===== src/include/lane_map_pkg.sv =====
// Shared constants, format codes and helpers for the real-output lane mapper.
package lane_map_pkg;

   // ----------------------------------------------------------------
   // Widths
   // ----------------------------------------------------------------
   localparam int SAMPLE_W = 16;
   localparam int OCTET_W = 8;
   localparam int LANES_PER_CHAN = 4;
   localparam int CHANS = 2;
   localparam int SEL_A_W = 2;
   localparam int DECIM_W = 6;

   // ----------------------------------------------------------------
   // Complex decimation factors offered in this mode
   // ----------------------------------------------------------------
   localparam logic [DECIM_W-1:0] DECIM_8 = 6'h08;
   localparam logic [DECIM_W-1:0] DECIM_9 = 6'h09;
   localparam logic [DECIM_W-1:0] DECIM_10 = 6'h0a;
   localparam logic [DECIM_W-1:0] DECIM_12 = 6'h0c;
   localparam logic [DECIM_W-1:0] DECIM_16 = 6'h10;
   localparam logic [DECIM_W-1:0] DECIM_18 = 6'h12;
   localparam logic [DECIM_W-1:0] DECIM_20 = 6'h14;
   localparam logic [DECIM_W-1:0] DECIM_24 = 6'h18;
   localparam logic [DECIM_W-1:0] DECIM_32 = 6'h20;
   localparam logic [DECIM_W-1:0] DECIM_RESET = DECIM_8;
   localparam logic [1:0] DDC_PER_CHAN = 2'h1;

   // ----------------------------------------------------------------
   // PLL multipliers and format selects
   // ----------------------------------------------------------------
   localparam logic [5:0] PLL_20X = 6'h14;
   localparam logic [5:0] PLL_40X = 6'h28;
   localparam logic [SEL_A_W-1:0] SEL_A_4211 = 2'h1;
   localparam logic SEL_B_4211 = 1'b1;
   localparam logic SEL_C_4211 = 1'b0;
   localparam logic [SEL_A_W-1:0] SEL_A_4222 = 2'h1;
   localparam logic SEL_B_4222 = 1'b0;
   localparam logic SEL_C_4222 = 1'b0;
   localparam logic [SEL_A_W-1:0] SEL_A_2221 = 2'h0;
   localparam logic SEL_B_2221 = 1'b0;
   localparam logic SEL_C_2221 = 1'b1;
   localparam logic [SEL_A_W-1:0] SEL_A_2242 = 2'h2;
   localparam logic SEL_B_2242 = 1'b0;
   localparam logic SEL_C_2242 = 1'b0;

   typedef enum logic [2:0] {FMT_NONE, FMT_4211, FMT_4222, FMT_2221, FMT_2242} fmt_t;

   function automatic fmt_t decodeFmt(input logic [SEL_A_W-1:0] a, input logic b, input logic c);
      fmt_t f;
      f = FMT_NONE;
      if (a == SEL_A_4211 && b == SEL_B_4211 && c == SEL_C_4211) f = FMT_4211;
      else if (a == SEL_A_4222 && b == SEL_B_4222 && c == SEL_C_4222) f = FMT_4222;
      else if (a == SEL_A_2221 && b == SEL_B_2221 && c == SEL_C_2221) f = FMT_2221;
      else if (a == SEL_A_2242 && b == SEL_B_2242 && c == SEL_C_2242) f = FMT_2242;
      return f;
   endfunction : decodeFmt

   // Index of the last octet in a frame, that is F minus one.
   function automatic logic [1:0] lastOctet(input fmt_t f);
      case (f)
         FMT_4211: return 2'h0;
         FMT_4222: return 2'h1;
         FMT_2221: return 2'h1;
         FMT_2242: return 2'h3;
         default: return 2'h0;
      endcase
   endfunction : lastOctet

   function automatic logic isFourLane(input fmt_t f);
      return (f == FMT_4211) || (f == FMT_4222);
   endfunction : isFourLane

   function automatic logic [5:0] pllOf(input fmt_t f);
      return isFourLane(f) ? PLL_20X : PLL_40X;
   endfunction : pllOf

   function automatic logic decimOk(input logic [DECIM_W-1:0] d, input fmt_t f);
      logic ok;
      ok = 1'b0;
      case (d)
         DECIM_8, DECIM_9, DECIM_10, DECIM_12, DECIM_16, DECIM_18, DECIM_20: ok = 1'b1;
         DECIM_24, DECIM_32: ok = !isFourLane(f);
         default: ok = 1'b0;
      endcase
      return ok && (f != FMT_NONE);
   endfunction : decimOk

endpackage : lane_map_pkg


===== src/include/lane_link_if.sv =====
// Lane bundle and mode selects between the converter end and the receiver end.
`timescale 1ns/100ps
interface lane_link_if;
   import lane_map_pkg::*;
   logic [SEL_A_W-1:0] frameFormatSelectA;
   logic frameFormatSelectB;
   logic frameFormatSelectC;
   logic [DECIM_W-1:0] decimation;
   logic [LANES_PER_CHAN-1:0][OCTET_W-1:0] chanALane;
   logic [LANES_PER_CHAN-1:0][OCTET_W-1:0] chanBLane;
   logic [LANES_PER_CHAN-1:0] chanALaneValid;
   logic [LANES_PER_CHAN-1:0] chanBLaneValid;
   logic frameStart;
   logic [5:0] pllMult;
   logic configOk;

   modport converter (
      input frameFormatSelectA, frameFormatSelectB, frameFormatSelectC, decimation,
      output chanALane, chanBLane, chanALaneValid, chanBLaneValid, frameStart, pllMult, configOk
   );
   modport receiver (
      output frameFormatSelectA, frameFormatSelectB, frameFormatSelectC, decimation,
      input chanALane, chanBLane, chanALaneValid, chanBLaneValid, frameStart, pllMult, configOk
   );
endinterface : lane_link_if


===== src/hw/lane_framer.sv =====
// Converter end: maps channel A and B samples onto the output lanes per frame format.
//
// Notes on behaviour
// - Complex decimation 8 to 32, one converter each.
// - Four-lane one-octet format uses 20X, selects 1,1,0.
// - Four-lane two-octet format uses 20X, selects 1,0,0.
// - Two-lane two-octet format uses 40X, selects 0,0,1.
// - Two-lane four-octet format uses 40X, selects 2,0,0.
// - Each channel stays on its own lanes.
// - One-octet format: lane0 high byte, lane1 low byte.
// - Two-octet four-lane: lane0 sample0, lane1 sample1.
// - Two-lane one-sample: only lane1, high then low.
// - Two-lane two-sample: lane1 sample0 then sample1.
// - No decimation 24 or 32 with four lanes.
`timescale 1ns/100ps
module lane_framer (
   input wire logic clk,
   input wire logic rst,
   lane_link_if.converter link,
   input wire logic sampleValid,
   output logic sampleReady,
   input wire logic [lane_map_pkg::SAMPLE_W-1:0] chanASample0,
   input wire logic [lane_map_pkg::SAMPLE_W-1:0] chanASample1,
   input wire logic [lane_map_pkg::SAMPLE_W-1:0] chanBSample0,
   input wire logic [lane_map_pkg::SAMPLE_W-1:0] chanBSample1,
   output logic [1:0] ddcPerChannel,
   output logic configRefused
);
   import lane_map_pkg::*;

   // ----------------------------------------------------------------
   // Format decode and acceptance
   // ----------------------------------------------------------------
   fmt_t selFmt;
   logic cfgOk;
   logic take;
   logic busy_r;
   logic busyNxt;
   logic [1:0] idx_r;
   logic [1:0] idxNxt;
   fmt_t fmt_r;
   fmt_t fmtNxt;
   logic [CHANS-1:0][1:0][SAMPLE_W-1:0] smp_r;
   logic [CHANS-1:0][1:0][SAMPLE_W-1:0] smpNxt;
   logic lastNow;

   assign selFmt = decodeFmt(link.frameFormatSelectA, link.frameFormatSelectB,
                             link.frameFormatSelectC);
   assign cfgOk = decimOk(link.decimation, selFmt);
   assign lastNow = busy_r && (idx_r == lastOctet(fmt_r));
   // A new frame may be taken on the last octet of the current one, so frames run back to back.
   assign sampleReady = cfgOk && (!busy_r || lastNow);
   assign take = sampleValid && sampleReady;

   // ----------------------------------------------------------------
   // Frame sequencing
   // ----------------------------------------------------------------
   // Format and samples are captured at the take, so a select change mid-frame only shapes the next frame.
   // The octet index runs from zero to the last octet of the captured format, then returns to zero and parks there.
   always_comb
   begin
      busyNxt = busy_r;
      idxNxt = idx_r;
      fmtNxt = fmt_r;
      smpNxt = smp_r;
      if (take)
      begin
         busyNxt = 1'b1;
         idxNxt = 2'h0;
         fmtNxt = selFmt;
         smpNxt = '{'{chanBSample1, chanBSample0}, '{chanASample1, chanASample0}};
      end
      else if (lastNow)
      begin
         busyNxt = 1'b0;
         idxNxt = 2'h0;
      end
      else if (busy_r)
      begin
         idxNxt = idx_r + 2'h1;
      end
   end

   always_ff @(posedge clk)
   begin
      if (rst)
      begin
         busy_r <= 1'b0;
         idx_r <= 2'h0;
         fmt_r <= FMT_NONE;
         smp_r <= '0;
      end
      else
      begin
         busy_r <= busyNxt;
         idx_r <= idxNxt;
         fmt_r <= fmtNxt;
         smp_r <= smpNxt;
      end
   end

   // ----------------------------------------------------------------
   // Lane octet placement
   // ----------------------------------------------------------------
   // Returns {valid, octet} for one lane of one channel at one octet index.
   function automatic logic [OCTET_W:0] placeOctet(input fmt_t f, input int lane, input logic [1:0] idx,
                                                   input logic [SAMPLE_W-1:0] s0,
                                                   input logic [SAMPLE_W-1:0] s1);
      logic [OCTET_W:0] r;
      // Lanes outside the pattern are forced to zero so no stale octet reaches the receiver.
      r = '0;
      case (f)
         FMT_4211:
         begin
            if (lane == 0) r = {1'b1, s0[15:8]};
            else if (lane == 1) r = {1'b1, s0[7:0]};
         end
         FMT_4222:
         begin
            if (lane == 0) r = {1'b1, idx[0] ? s0[7:0] : s0[15:8]};
            else if (lane == 1) r = {1'b1, idx[0] ? s1[7:0] : s1[15:8]};
         end
         FMT_2221:
         begin
            if (lane == 1) r = {1'b1, idx[0] ? s0[7:0] : s0[15:8]};
         end
         FMT_2242:
         begin
            if (lane == 1)
            begin
               case (idx)
                  2'h0: r = {1'b1, s0[15:8]};
                  2'h1: r = {1'b1, s0[7:0]};
                  2'h2: r = {1'b1, s1[15:8]};
                  default: r = {1'b1, s1[7:0]};
               endcase
            end
         end
         default: r = '0;
      endcase
      return r;
   endfunction : placeOctet

   // ----------------------------------------------------------------
   // Lane registers
   // ----------------------------------------------------------------
   // Octets are placed from the next-state values so they leave flip-flops in step with the frame marker.
   logic [CHANS-1:0][LANES_PER_CHAN-1:0][OCTET_W-1:0] lane_r;
   logic [CHANS-1:0][LANES_PER_CHAN-1:0] laneValid_r;
   logic frameStart_r;

   // Both channels share one placement pattern; each channel only ever feeds its own lane group.
   for (genvar ch = 0; ch < CHANS; ch++)
   begin : g_chan
      for (genvar ln = 0; ln < LANES_PER_CHAN; ln++)
      begin : g_lane
         logic [OCTET_W:0] slot;
         logic [OCTET_W:0] slot_r;
         assign slot = busyNxt ? placeOctet(fmtNxt, ln, idxNxt, smpNxt[ch][0], smpNxt[ch][1]) : '0;
         always_ff @(posedge clk)
         begin
            if (rst)
            begin
               slot_r <= '0;
            end
            else
            begin
               slot_r <= slot;
            end
         end
         // Each lane keeps its own register, so every bit of the lane bus has a single driver.
         assign lane_r[ch][ln] = slot_r[OCTET_W-1:0];
         assign laneValid_r[ch][ln] = slot_r[OCTET_W];
      end
   end

   // ----------------------------------------------------------------
   // Frame marker
   // ----------------------------------------------------------------
   // The marker lines up with octet zero on the lanes, one cycle after the take.
   always_ff @(posedge clk)
   begin
      if (rst)
      begin
         frameStart_r <= 1'b0;
      end
      else
      begin
         frameStart_r <= take;
      end
   end

   // ----------------------------------------------------------------
   // Outputs
   // ----------------------------------------------------------------
   assign link.chanALane = lane_r[0];
   assign link.chanBLane = lane_r[1];
   assign link.chanALaneValid = laneValid_r[0];
   assign link.chanBLaneValid = laneValid_r[1];
   assign link.frameStart = frameStart_r;
   // Line rate over sample clock is this multiplier over the decimation, 2.5 or 5 at decimation 8.
   assign link.pllMult = pllOf(selFmt);
   assign link.configOk = cfgOk;
   assign ddcPerChannel = DDC_PER_CHAN;
   // Refused configurations simply hold off new frames; nothing already in flight is cut short.
   assign configRefused = !cfgOk;

endmodule : lane_framer


===== src/flat_wrapper.sv =====
// flat-port wrapper written by rule: the top's interface ports become plain ports
module lane_framer_flat import lane_map_pkg::*;
  (clk, rst, sampleValid, sampleReady, chanASample0, chanASample1, chanBSample0, chanBSample1, ddcPerChannel, configRefused, link_frameFormatSelectA, link_frameFormatSelectB, link_frameFormatSelectC, link_decimation, link_chanALane, link_chanBLane, link_chanALaneValid, link_chanBLaneValid, link_frameStart, link_pllMult, link_configOk);
  lane_link_if link_i ();
  input wire logic clk;
  input wire logic rst;
  input wire logic sampleValid;
  output logic sampleReady;
  input wire logic [lane_map_pkg::SAMPLE_W-1:0] chanASample0;
  input wire logic [lane_map_pkg::SAMPLE_W-1:0] chanASample1;
  input wire logic [lane_map_pkg::SAMPLE_W-1:0] chanBSample0;
  input wire logic [lane_map_pkg::SAMPLE_W-1:0] chanBSample1;
  output logic [1:0] ddcPerChannel;
  output logic configRefused;
  input wire logic [$bits(link_i.frameFormatSelectA)-1:0] link_frameFormatSelectA;
  input wire logic [$bits(link_i.frameFormatSelectB)-1:0] link_frameFormatSelectB;
  input wire logic [$bits(link_i.frameFormatSelectC)-1:0] link_frameFormatSelectC;
  input wire logic [$bits(link_i.decimation)-1:0] link_decimation;
  output wire logic [$bits(link_i.chanALane)-1:0] link_chanALane;
  output wire logic [$bits(link_i.chanBLane)-1:0] link_chanBLane;
  output wire logic [$bits(link_i.chanALaneValid)-1:0] link_chanALaneValid;
  output wire logic [$bits(link_i.chanBLaneValid)-1:0] link_chanBLaneValid;
  output wire logic [$bits(link_i.frameStart)-1:0] link_frameStart;
  output wire logic [$bits(link_i.pllMult)-1:0] link_pllMult;
  output wire logic [$bits(link_i.configOk)-1:0] link_configOk;
  assign link_i.frameFormatSelectA = link_frameFormatSelectA;
  assign link_i.frameFormatSelectB = link_frameFormatSelectB;
  assign link_i.frameFormatSelectC = link_frameFormatSelectC;
  assign link_i.decimation = link_decimation;
  assign link_chanALane = link_i.chanALane;
  assign link_chanBLane = link_i.chanBLane;
  assign link_chanALaneValid = link_i.chanALaneValid;
  assign link_chanBLaneValid = link_i.chanBLaneValid;
  assign link_frameStart = link_i.frameStart;
  assign link_pllMult = link_i.pllMult;
  assign link_configOk = link_i.configOk;
  lane_framer u_core (.clk(clk), .rst(rst), .link(link_i), .sampleValid(sampleValid), .sampleReady(sampleReady), .chanASample0(chanASample0), .chanASample1(chanASample1), .chanBSample0(chanBSample0), .chanBSample1(chanBSample1), .ddcPerChannel(ddcPerChannel), .configRefused(configRefused));
endmodule

===== config.mk =====
export PLATFORM = sky130hd
export DESIGN_NAME = lane_framer_flat
export DESIGN_NICKNAME = d
export VERILOG_FILES = /design/src/include/lane_map_pkg.sv /design/src/include/lane_link_if.sv /design/src/hw/lane_framer.sv /design/src/flat_wrapper.sv
export SDC_FILE = /design/constraint.sdc
export NUM_CORES = 1
export LEC_CHECK = 0
export ABC_AREA = 0
export BUFFER_PORTS_ARGS = -buffer_cell sky130_fd_sc_hd__buf_4
export CAP_MARGIN = 40
export CORE_AREA = 5 5 118 120
export DETAILED_ROUTE_END_ITERATION = 6
export DIE_AREA = 0 0 123 125
export PLACE_DENSITY = 0.76
export SLEW_MARGIN = 20
export SYNTH_ARGS = -nofsm -noshare
export SYNTH_HDL_FRONTEND = slang
export SYNTH_SLANG_ARGS = --single-unit

===== constraint.sdc =====
create_clock -name clk -period 4.16 [get_ports clk]
set_input_delay 0.624 -clock clk [delete_from_list [all_inputs] [get_ports clk]]
set_output_delay 0.624 -clock clk [all_outputs]
set_load 0.005 [all_outputs]

# Yosys cells after proc, flatten, opt, wreduce, memory -nomap -nowiden
# Cells that the tools add are included.
[classes] n_addsub=1 n_eq_ne=23 mux=24 n_bitwise=3 n_reduce_logical=24
[op_table] operator="9-bit one-hot mux with 4 select lines" n=2
[op_table] operator="64-bit 2-to-1 mux" n=1
[op_table] operator="8-bit one-hot mux with 3 select lines" n=2
[op_table] operator="9-bit one-hot mux with 2 select lines" n=2
[op_table] operator="8-bit 2-to-1 mux" n=4
[op_table] operator="6-bit by 4-bit == test with 1-bit output, second input constant" n=4
[op_table] operator="6-bit by 5-bit == test with 1-bit output, second input constant" n=4
[op_table] operator="3-bit by 2-bit == test with 1-bit output, second input constant" n=5
[op_table] operator="3-bit 2-to-1 mux" n=5
[op_table] operator="1-bit logical AND" n=12
[op_table] operator="7-bit OR reduction" n=1
[op_table] operator="3-bit by 1-bit == test with 1-bit output, second input constant" n=2
[op_table] operator="3-bit == test, second input constant" n=2
[op_table] operator="6-bit == test, second input constant" n=1
[op_table] operator="2-bit 2-to-1 mux" n=3
[op_table] operator="6-bit 2-to-1 mux" n=1
[op_table] operator="2-bit OR reduction" n=3
[op_table] operator="2-bit by 1-bit == test with 1-bit output, second input constant" n=2
[op_table] operator="2-bit == test, second input constant" n=2
[op_table] operator="2-bit logical NOT" n=2
[op_table] operator="2-bit one-hot mux with 2 select lines" n=1
[op_table] operator="1-bit logical NOT" n=3
[op_table] operator="1-bit inverter" n=3
[op_table] operator="3-bit nonzero test" n=1
[op_table] operator="5 further kinds" n=7
[totals] reg_bits=107 output_inout_bits=84 word_cells=87

# Depth between registers and ports, before layout
[depth] depth_word=18 depth_mapped=11 mapped_depth_nobuf=8

# Least setup slack after synthesis
# Ideal clock, no wire load.
[synth_timing] path_type="input -> output" start="in link_frameFormatSelectA[1]" end="out sampleReady" t_arrival_ps=1898 t_required_ps=3536 path_slack_ps=1638 path_stages=8 path_buffers=2 path_cell_list="or3b_1 buf_6 clkinv_8 a21oi_2 a211oi_2 inv_2 buf_2 a21oi_1"
[synth_via] elab_chain_cells=13 elab_cells_between_ends=23
[synth_rtl] item="from (decl)" line_no="flat_wrapper.sv:15" rtl="input wire logic [$bits(link_i.frameFormatSelectA)-1:0] link_frameFormatSelectA;"
[synth_rtl] item="2-bit == test" line_no="lane_map_pkg.sv:55" rtl="else if (a == SEL_A_2242 && b == SEL_B_2242 && c == SEL_C_2242) f = FMT_2242;"
[synth_rtl] item="1-bit logical AND (2 in series)" line_no="lane_map_pkg.sv:55"
[synth_rtl] item="3-bit 2-to-1 mux" line_no="lane_map_pkg.sv:55"
[synth_rtl] item="3-bit 2-to-1 mux" line_no="lane_map_pkg.sv:54" rtl="else if (a == SEL_A_2221 && b == SEL_B_2221 && c == SEL_C_2221) f = FMT_2221;"
[synth_rtl] item="3-bit 2-to-1 mux" line_no="lane_map_pkg.sv:53" rtl="else if (a == SEL_A_4222 && b == SEL_B_4222 && c == SEL_C_4222) f = FMT_4222;"
[synth_rtl] item="3-bit 2-to-1 mux *" line_no="lane_map_pkg.sv:52" rtl="if (a == SEL_A_4211 && b == SEL_B_4211 && c == SEL_C_4211) f = FMT_4211;"
[synth_rtl] item="3-bit by 1-bit == test with 1-bit output or 3-bit by 2-bit == test with 1-bit output (tied branches)" line_no="lane_map_pkg.sv:71" rtl="return (f == FMT_4211) || (f == FMT_4222);"
[synth_rtl] item="1-bit logical OR" line_no="lane_map_pkg.sv:71"
[synth_rtl] item="1-bit logical NOT" line_no="lane_map_pkg.sv:83" rtl="DECIM_24, DECIM_32: ok = !isFourLane(f);"
[synth_rtl] item="1-bit one-hot mux with 2 select lines" line_no="lane_map_pkg.sv:81" rtl="case (d)"
[synth_rtl] item="1-bit logical AND *" line_no="lane_map_pkg.sv:86" rtl="return ok && (f != FMT_NONE);"
[synth_rtl] item="1-bit logical AND *" line_no="lane_framer.sv:52" rtl="assign sampleReady = cfgOk && (!busy_r || lastNow);"
[synth_rtl] item="to (decl)" line_no="flat_wrapper.sv:8" rtl="output logic sampleReady;"
# Every way passes the cells marked *; elsewhere a longest branch is shown, timed or not.

# Worst setup path after layout
[layout_timing] start="reg u_core.fmt_r[0]" end="reg u_core.g_chan[0].g_lane[0].slot_r[5]"
[layout_via] elab_chain_cells=11 elab_cells_between_ends=22
[layout_rtl] item="from (decl)" line_no="lane_framer.sv:41" rtl="fmt_t fmt_r;"
[layout_rtl] item="from (signal assigned)" line_no="lane_framer.sv:97" rtl="fmt_r <= fmtNxt;"
[layout_rtl] item="3-bit by 2-bit == test with 1-bit output" line_no="lane_map_pkg.sv:61" rtl="case (f)"
[layout_rtl] item="2-bit OR reduction (no line)"
[layout_rtl] item="2-bit one-hot mux with 2 select lines" line_no="lane_map_pkg.sv:61"
[layout_rtl] item="2-bit == test" line_no="lane_framer.sv:50" rtl="assign lastNow = busy_r && (idx_r == lastOctet(fmt_r));"
[layout_rtl] item="1-bit logical AND" line_no="lane_framer.sv:50"
[layout_rtl] item="1-bit logical OR" line_no="lane_framer.sv:52"
[layout_rtl] item="1-bit logical AND" line_no="lane_framer.sv:52"
[layout_rtl] item="1-bit logical AND" line_no="lane_framer.sv:53" rtl="assign take = sampleValid && sampleReady;"
[layout_rtl] item="3-bit 2-to-1 mux, or another cell as far along" line_no="lane_framer.sv:66" rtl="if (take)"
[layout_rtl] item="3-bit by 2-bit == test with 1-bit output, or another cell as far along" line_no="lane_framer.sv:112" rtl="case (f)"
[layout_rtl] item="9-bit one-hot mux with 2 select lines or 2-bit OR reduction (tied branches)"
[layout_rtl] item="to (signal assigned)" line_no="lane_framer.sv:168" rtl="slot_r <= slot;"
[layout_rtl] item="to (decl)" line_no="lane_framer.sv:158" rtl="logic [OCTET_W:0] slot_r;"
# Several ways; a longest one is shown, not always the timed one.
# A chain may end at the register's enable or synchronous reset.

==> run summary <==
CTS Buffer Depth - 2
Worst path slowest cell - dfxtp_1
Hold Slack - 0.466 ns
Core area - 12900 sq um
Final GP Congestion - 0.868
Final worst slack - 1.02 ns
WP data required - 4.43 ns
Synth Area in XOR/XNOR - 0.00423
DP Worst Slack - 0.880 ns
I/O Buffers - 120
Reg2Reg Capture Point - u_core.g_chan[0].g_lane[0].slot_r[5]
Final setup viols - 0
Initial antenna violation count - 0
Antenna Cells - 0
PD cells - 289 nW/um^2
Most frequent cells in the layout - nand2_1, buf_4, dfxtp_1, a21oi_1, conb_1
Crit path kind - reg2reg
Via density per instance - 6.01
Synth Register Bits - 105
First-pass GRT wire length - 30.5 mm
# nets final - 954
Post-DRT Antenna Nets - 0
Worst Tran Pin Value - 0.863 ns
Clock Latency Late Sink - 0.35 ns
# resized after CTS - 0
FMAX - 0.319 GHz
Rows - 42
Critical Path Start Type - flip-flop
Post-Syn Instances - 786
Crit path DAT - 3.41 ns
Post-cts hold buffer count - 0
Total CTS buffers - 9
Drt first pass iters - 6
Layout cells sized above 1 - 0.240
Synth Area in Adders - 0
CP Capture Type - flip-flop
Largest family of logic cells by synthesized area - compound AO/OA/AOI/OAI gates
WL final - 19.9 mm
Max cap viols - 0
Hold violation total from the final report - 0
Hold Path Class - reg2reg
Commonest non-fill, non-tap cell in the layout - nand2_1
CTS Root Cell - clkbuf_16
Final TNS setup - 0 ns
1st-iter DRT viols - 799
Gr usage total - 0.247
Slew HR - 0.420
Setup Buffers After CTS - 0
Tmin final - 3.14 ns
Compound-Gate Fraction of Synth Area - 0.238
DP HPWL - 13.3 mm
Ys Warns - 0
R2R setup slack - 1.02 ns
Initial core utilization - 0.483
Num Clock Sinks - 105
Post-synth cell types - 69
CP top delay family - compound AO/OA/AOI/OAI gates
Post-synth EDFFs - 0
Drt drc - 0
Mapped Area - 6220 sq um
Primary FF master, synth - dfxtp_1
Hold Crit Start - u_core.smp_r[51]
Hold depth - 2
CTS tree - yes
Via count - 6357
Reg clk slew, reported paths - 0.07 ns
R2R depth - 8
Clock Skew - 0.00580 ns
Share of the yosys chip area belonging to registers - 0.338
Worst Path Buf+Inv - 2
Worst reg2reg path startpoint - u_core.fmt_r[0]
Overflow after GRT - 0
Die height - 125 microns
LEAKAGE - 2.82 nW
Mean Syn Cell Area - 7.91 sq um
Wire per inst - 18.8 microns
Hold worst-path end - u_core.smp_r[51]
Number of global-route vias before repair - 5836
Pins Over Slew Limit - 0
Worst vdd ir - 0.172 mV
Die ar. - 15400 sq um
Outcome - complete, no violations
Maximum fanout along the worst path - 47
Critical Path Max Stage Delay - 0.74 ns
Post-synthesis simple-gate area fraction - 0.209
RSZ-0062 raised after global routing - false
Mux cell area share after synthesis - 0.0976
Largest net degree at the start of global routing - 80
Die W - 123 microns
Crit path cell chain - o21ai_0, a221oi_1, o21ai_1, buf_4, nor2_8, buf_4, a221oi_1, nor3_1
H-tree levels - 3
Synth-to-Final Area Change - 20.2%
Final period util - 0.755
Asr flop ratio synth - 0
Num ports - 161
worst register-to-register path, cell delays in order (launching register included):
cell and delay [ns]:
dfxtp_1 0.74, o21ai_0 0.27, a221oi_1 0.35, o21ai_1 0.26, buf_4 0.24, nor2_8 0.56
buf_4 0.36, a221oi_1 0.08, nor3_1 0.21
cell usage after synthesis (5+ instances only):
master	instances	share of area
a211oi_1	17	0.021
a21oi_1	83	0.067
a221oi_1	5	0.0070
a222oi_1	6	0.0097
a22oi_1	23	0.028
a31oi_1	7	0.0070
a32oi_1	8	0.011
and3_1	6	0.0060
buf_2	25	0.020
buf_4	46	0.056
clkbuf_1	31	0.019
dfxtp_1	105	0.34
inv_1	15	0.0091
mux2_2	17	0.031
mux2i_1	19	0.031
mux4_2	10	0.036
nand2_1	170	0.10
nand3_1	32	0.026
nor2_1	18	0.011
nor2b_1	5	0.0050
nor3_1	13	0.010
o211ai_1	18	0.022
o21ai_0	30	0.024
or3_1	7	0.0070
logic make-up after synthesis:
kind of cell | count (synthesis)
mux | 46
compound gates | 227
buf+inv | 125
simple gates | 278
other cells | 2
flops | 105
xor+xnor | 3
sequential cells by signal (all words and copies together) (netlist names):
name	count
u_core.busy_r	1
u_core.fmt_r	3
u_core.g_chan.g_lane.slot_r	34
u_core.idx_r	2
u_core.link.frameStart	1
u_core.smp_r	64
power by group:
| group | switching, mW | internal [mW] |
|---|---|---|
| Sequential | 0.00578 | 1.01 |
| Clock | 0.391 | 0.580 |
| Combinational | 0.0933 | 0.0831 |
layout make-up:
type	instances	area, sq um
clock buffers	13	270
clock inverters	3	68.8
fillers	1175	5400
inverters	18	80.1
multi-input cells	594	3570
flip-flops and latches	105	2100
well taps	176	220
repair buffers	149	1160
metrics by stage:
step / util / total power, mW / instances / area [sq um]
6_report: 0.580 / 2.16 / 1058 / 7470
3_5_place_dp: 0.552 / 1.21 / 1040 / 7100
2_1_floorplan: - / 1.14 / 824 / 6360
5_1_grt: 0.580 / 2.22 / 1058 / 7470
3_3_place_gp: 0.548 / 1.21 / 1037 / 7060
4_1_cts: 0.578 / 2.16 / 1056 / 7440
how the worst max path moves through the flow:
stage	from	slack, ns	end	cells past startpoint
2_1_floorplan	link_frameFormatSelectA[1]	1.64	sampleReady	8
3_5_place_dp	link_frameFormatSelectA[1]	0.88	u_core.g_chan[0].g_lane[0].slot_r[5]	10
5_1_grt	u_core.fmt_r[0]	0.76	u_core.g_chan[0].g_lane[0].slot_r[5]	8
4_1_cts	u_core.fmt_r[0]	1.08	u_core.g_chan[0].g_lane[0].slot_r[5]	8
3_3_place_gp	link_frameFormatSelectA[1]	0.94	u_core.g_chan[0].g_lane[1].slot_r[4]	10
6_report	u_core.fmt_r[0]	1.02	u_core.g_chan[0].g_lane[0].slot_r[5]	8
routing by layer:
metal  vias up  global-route usage  part of all wire
li1       2918                   -                 -
met1      2990               0.343              0.40
met2       399               0.379              0.47
met3        50              0.0420              0.10
met4         0               0.104             0.028
met5         -                   0                 0
(Power assumes the default switching activity.)
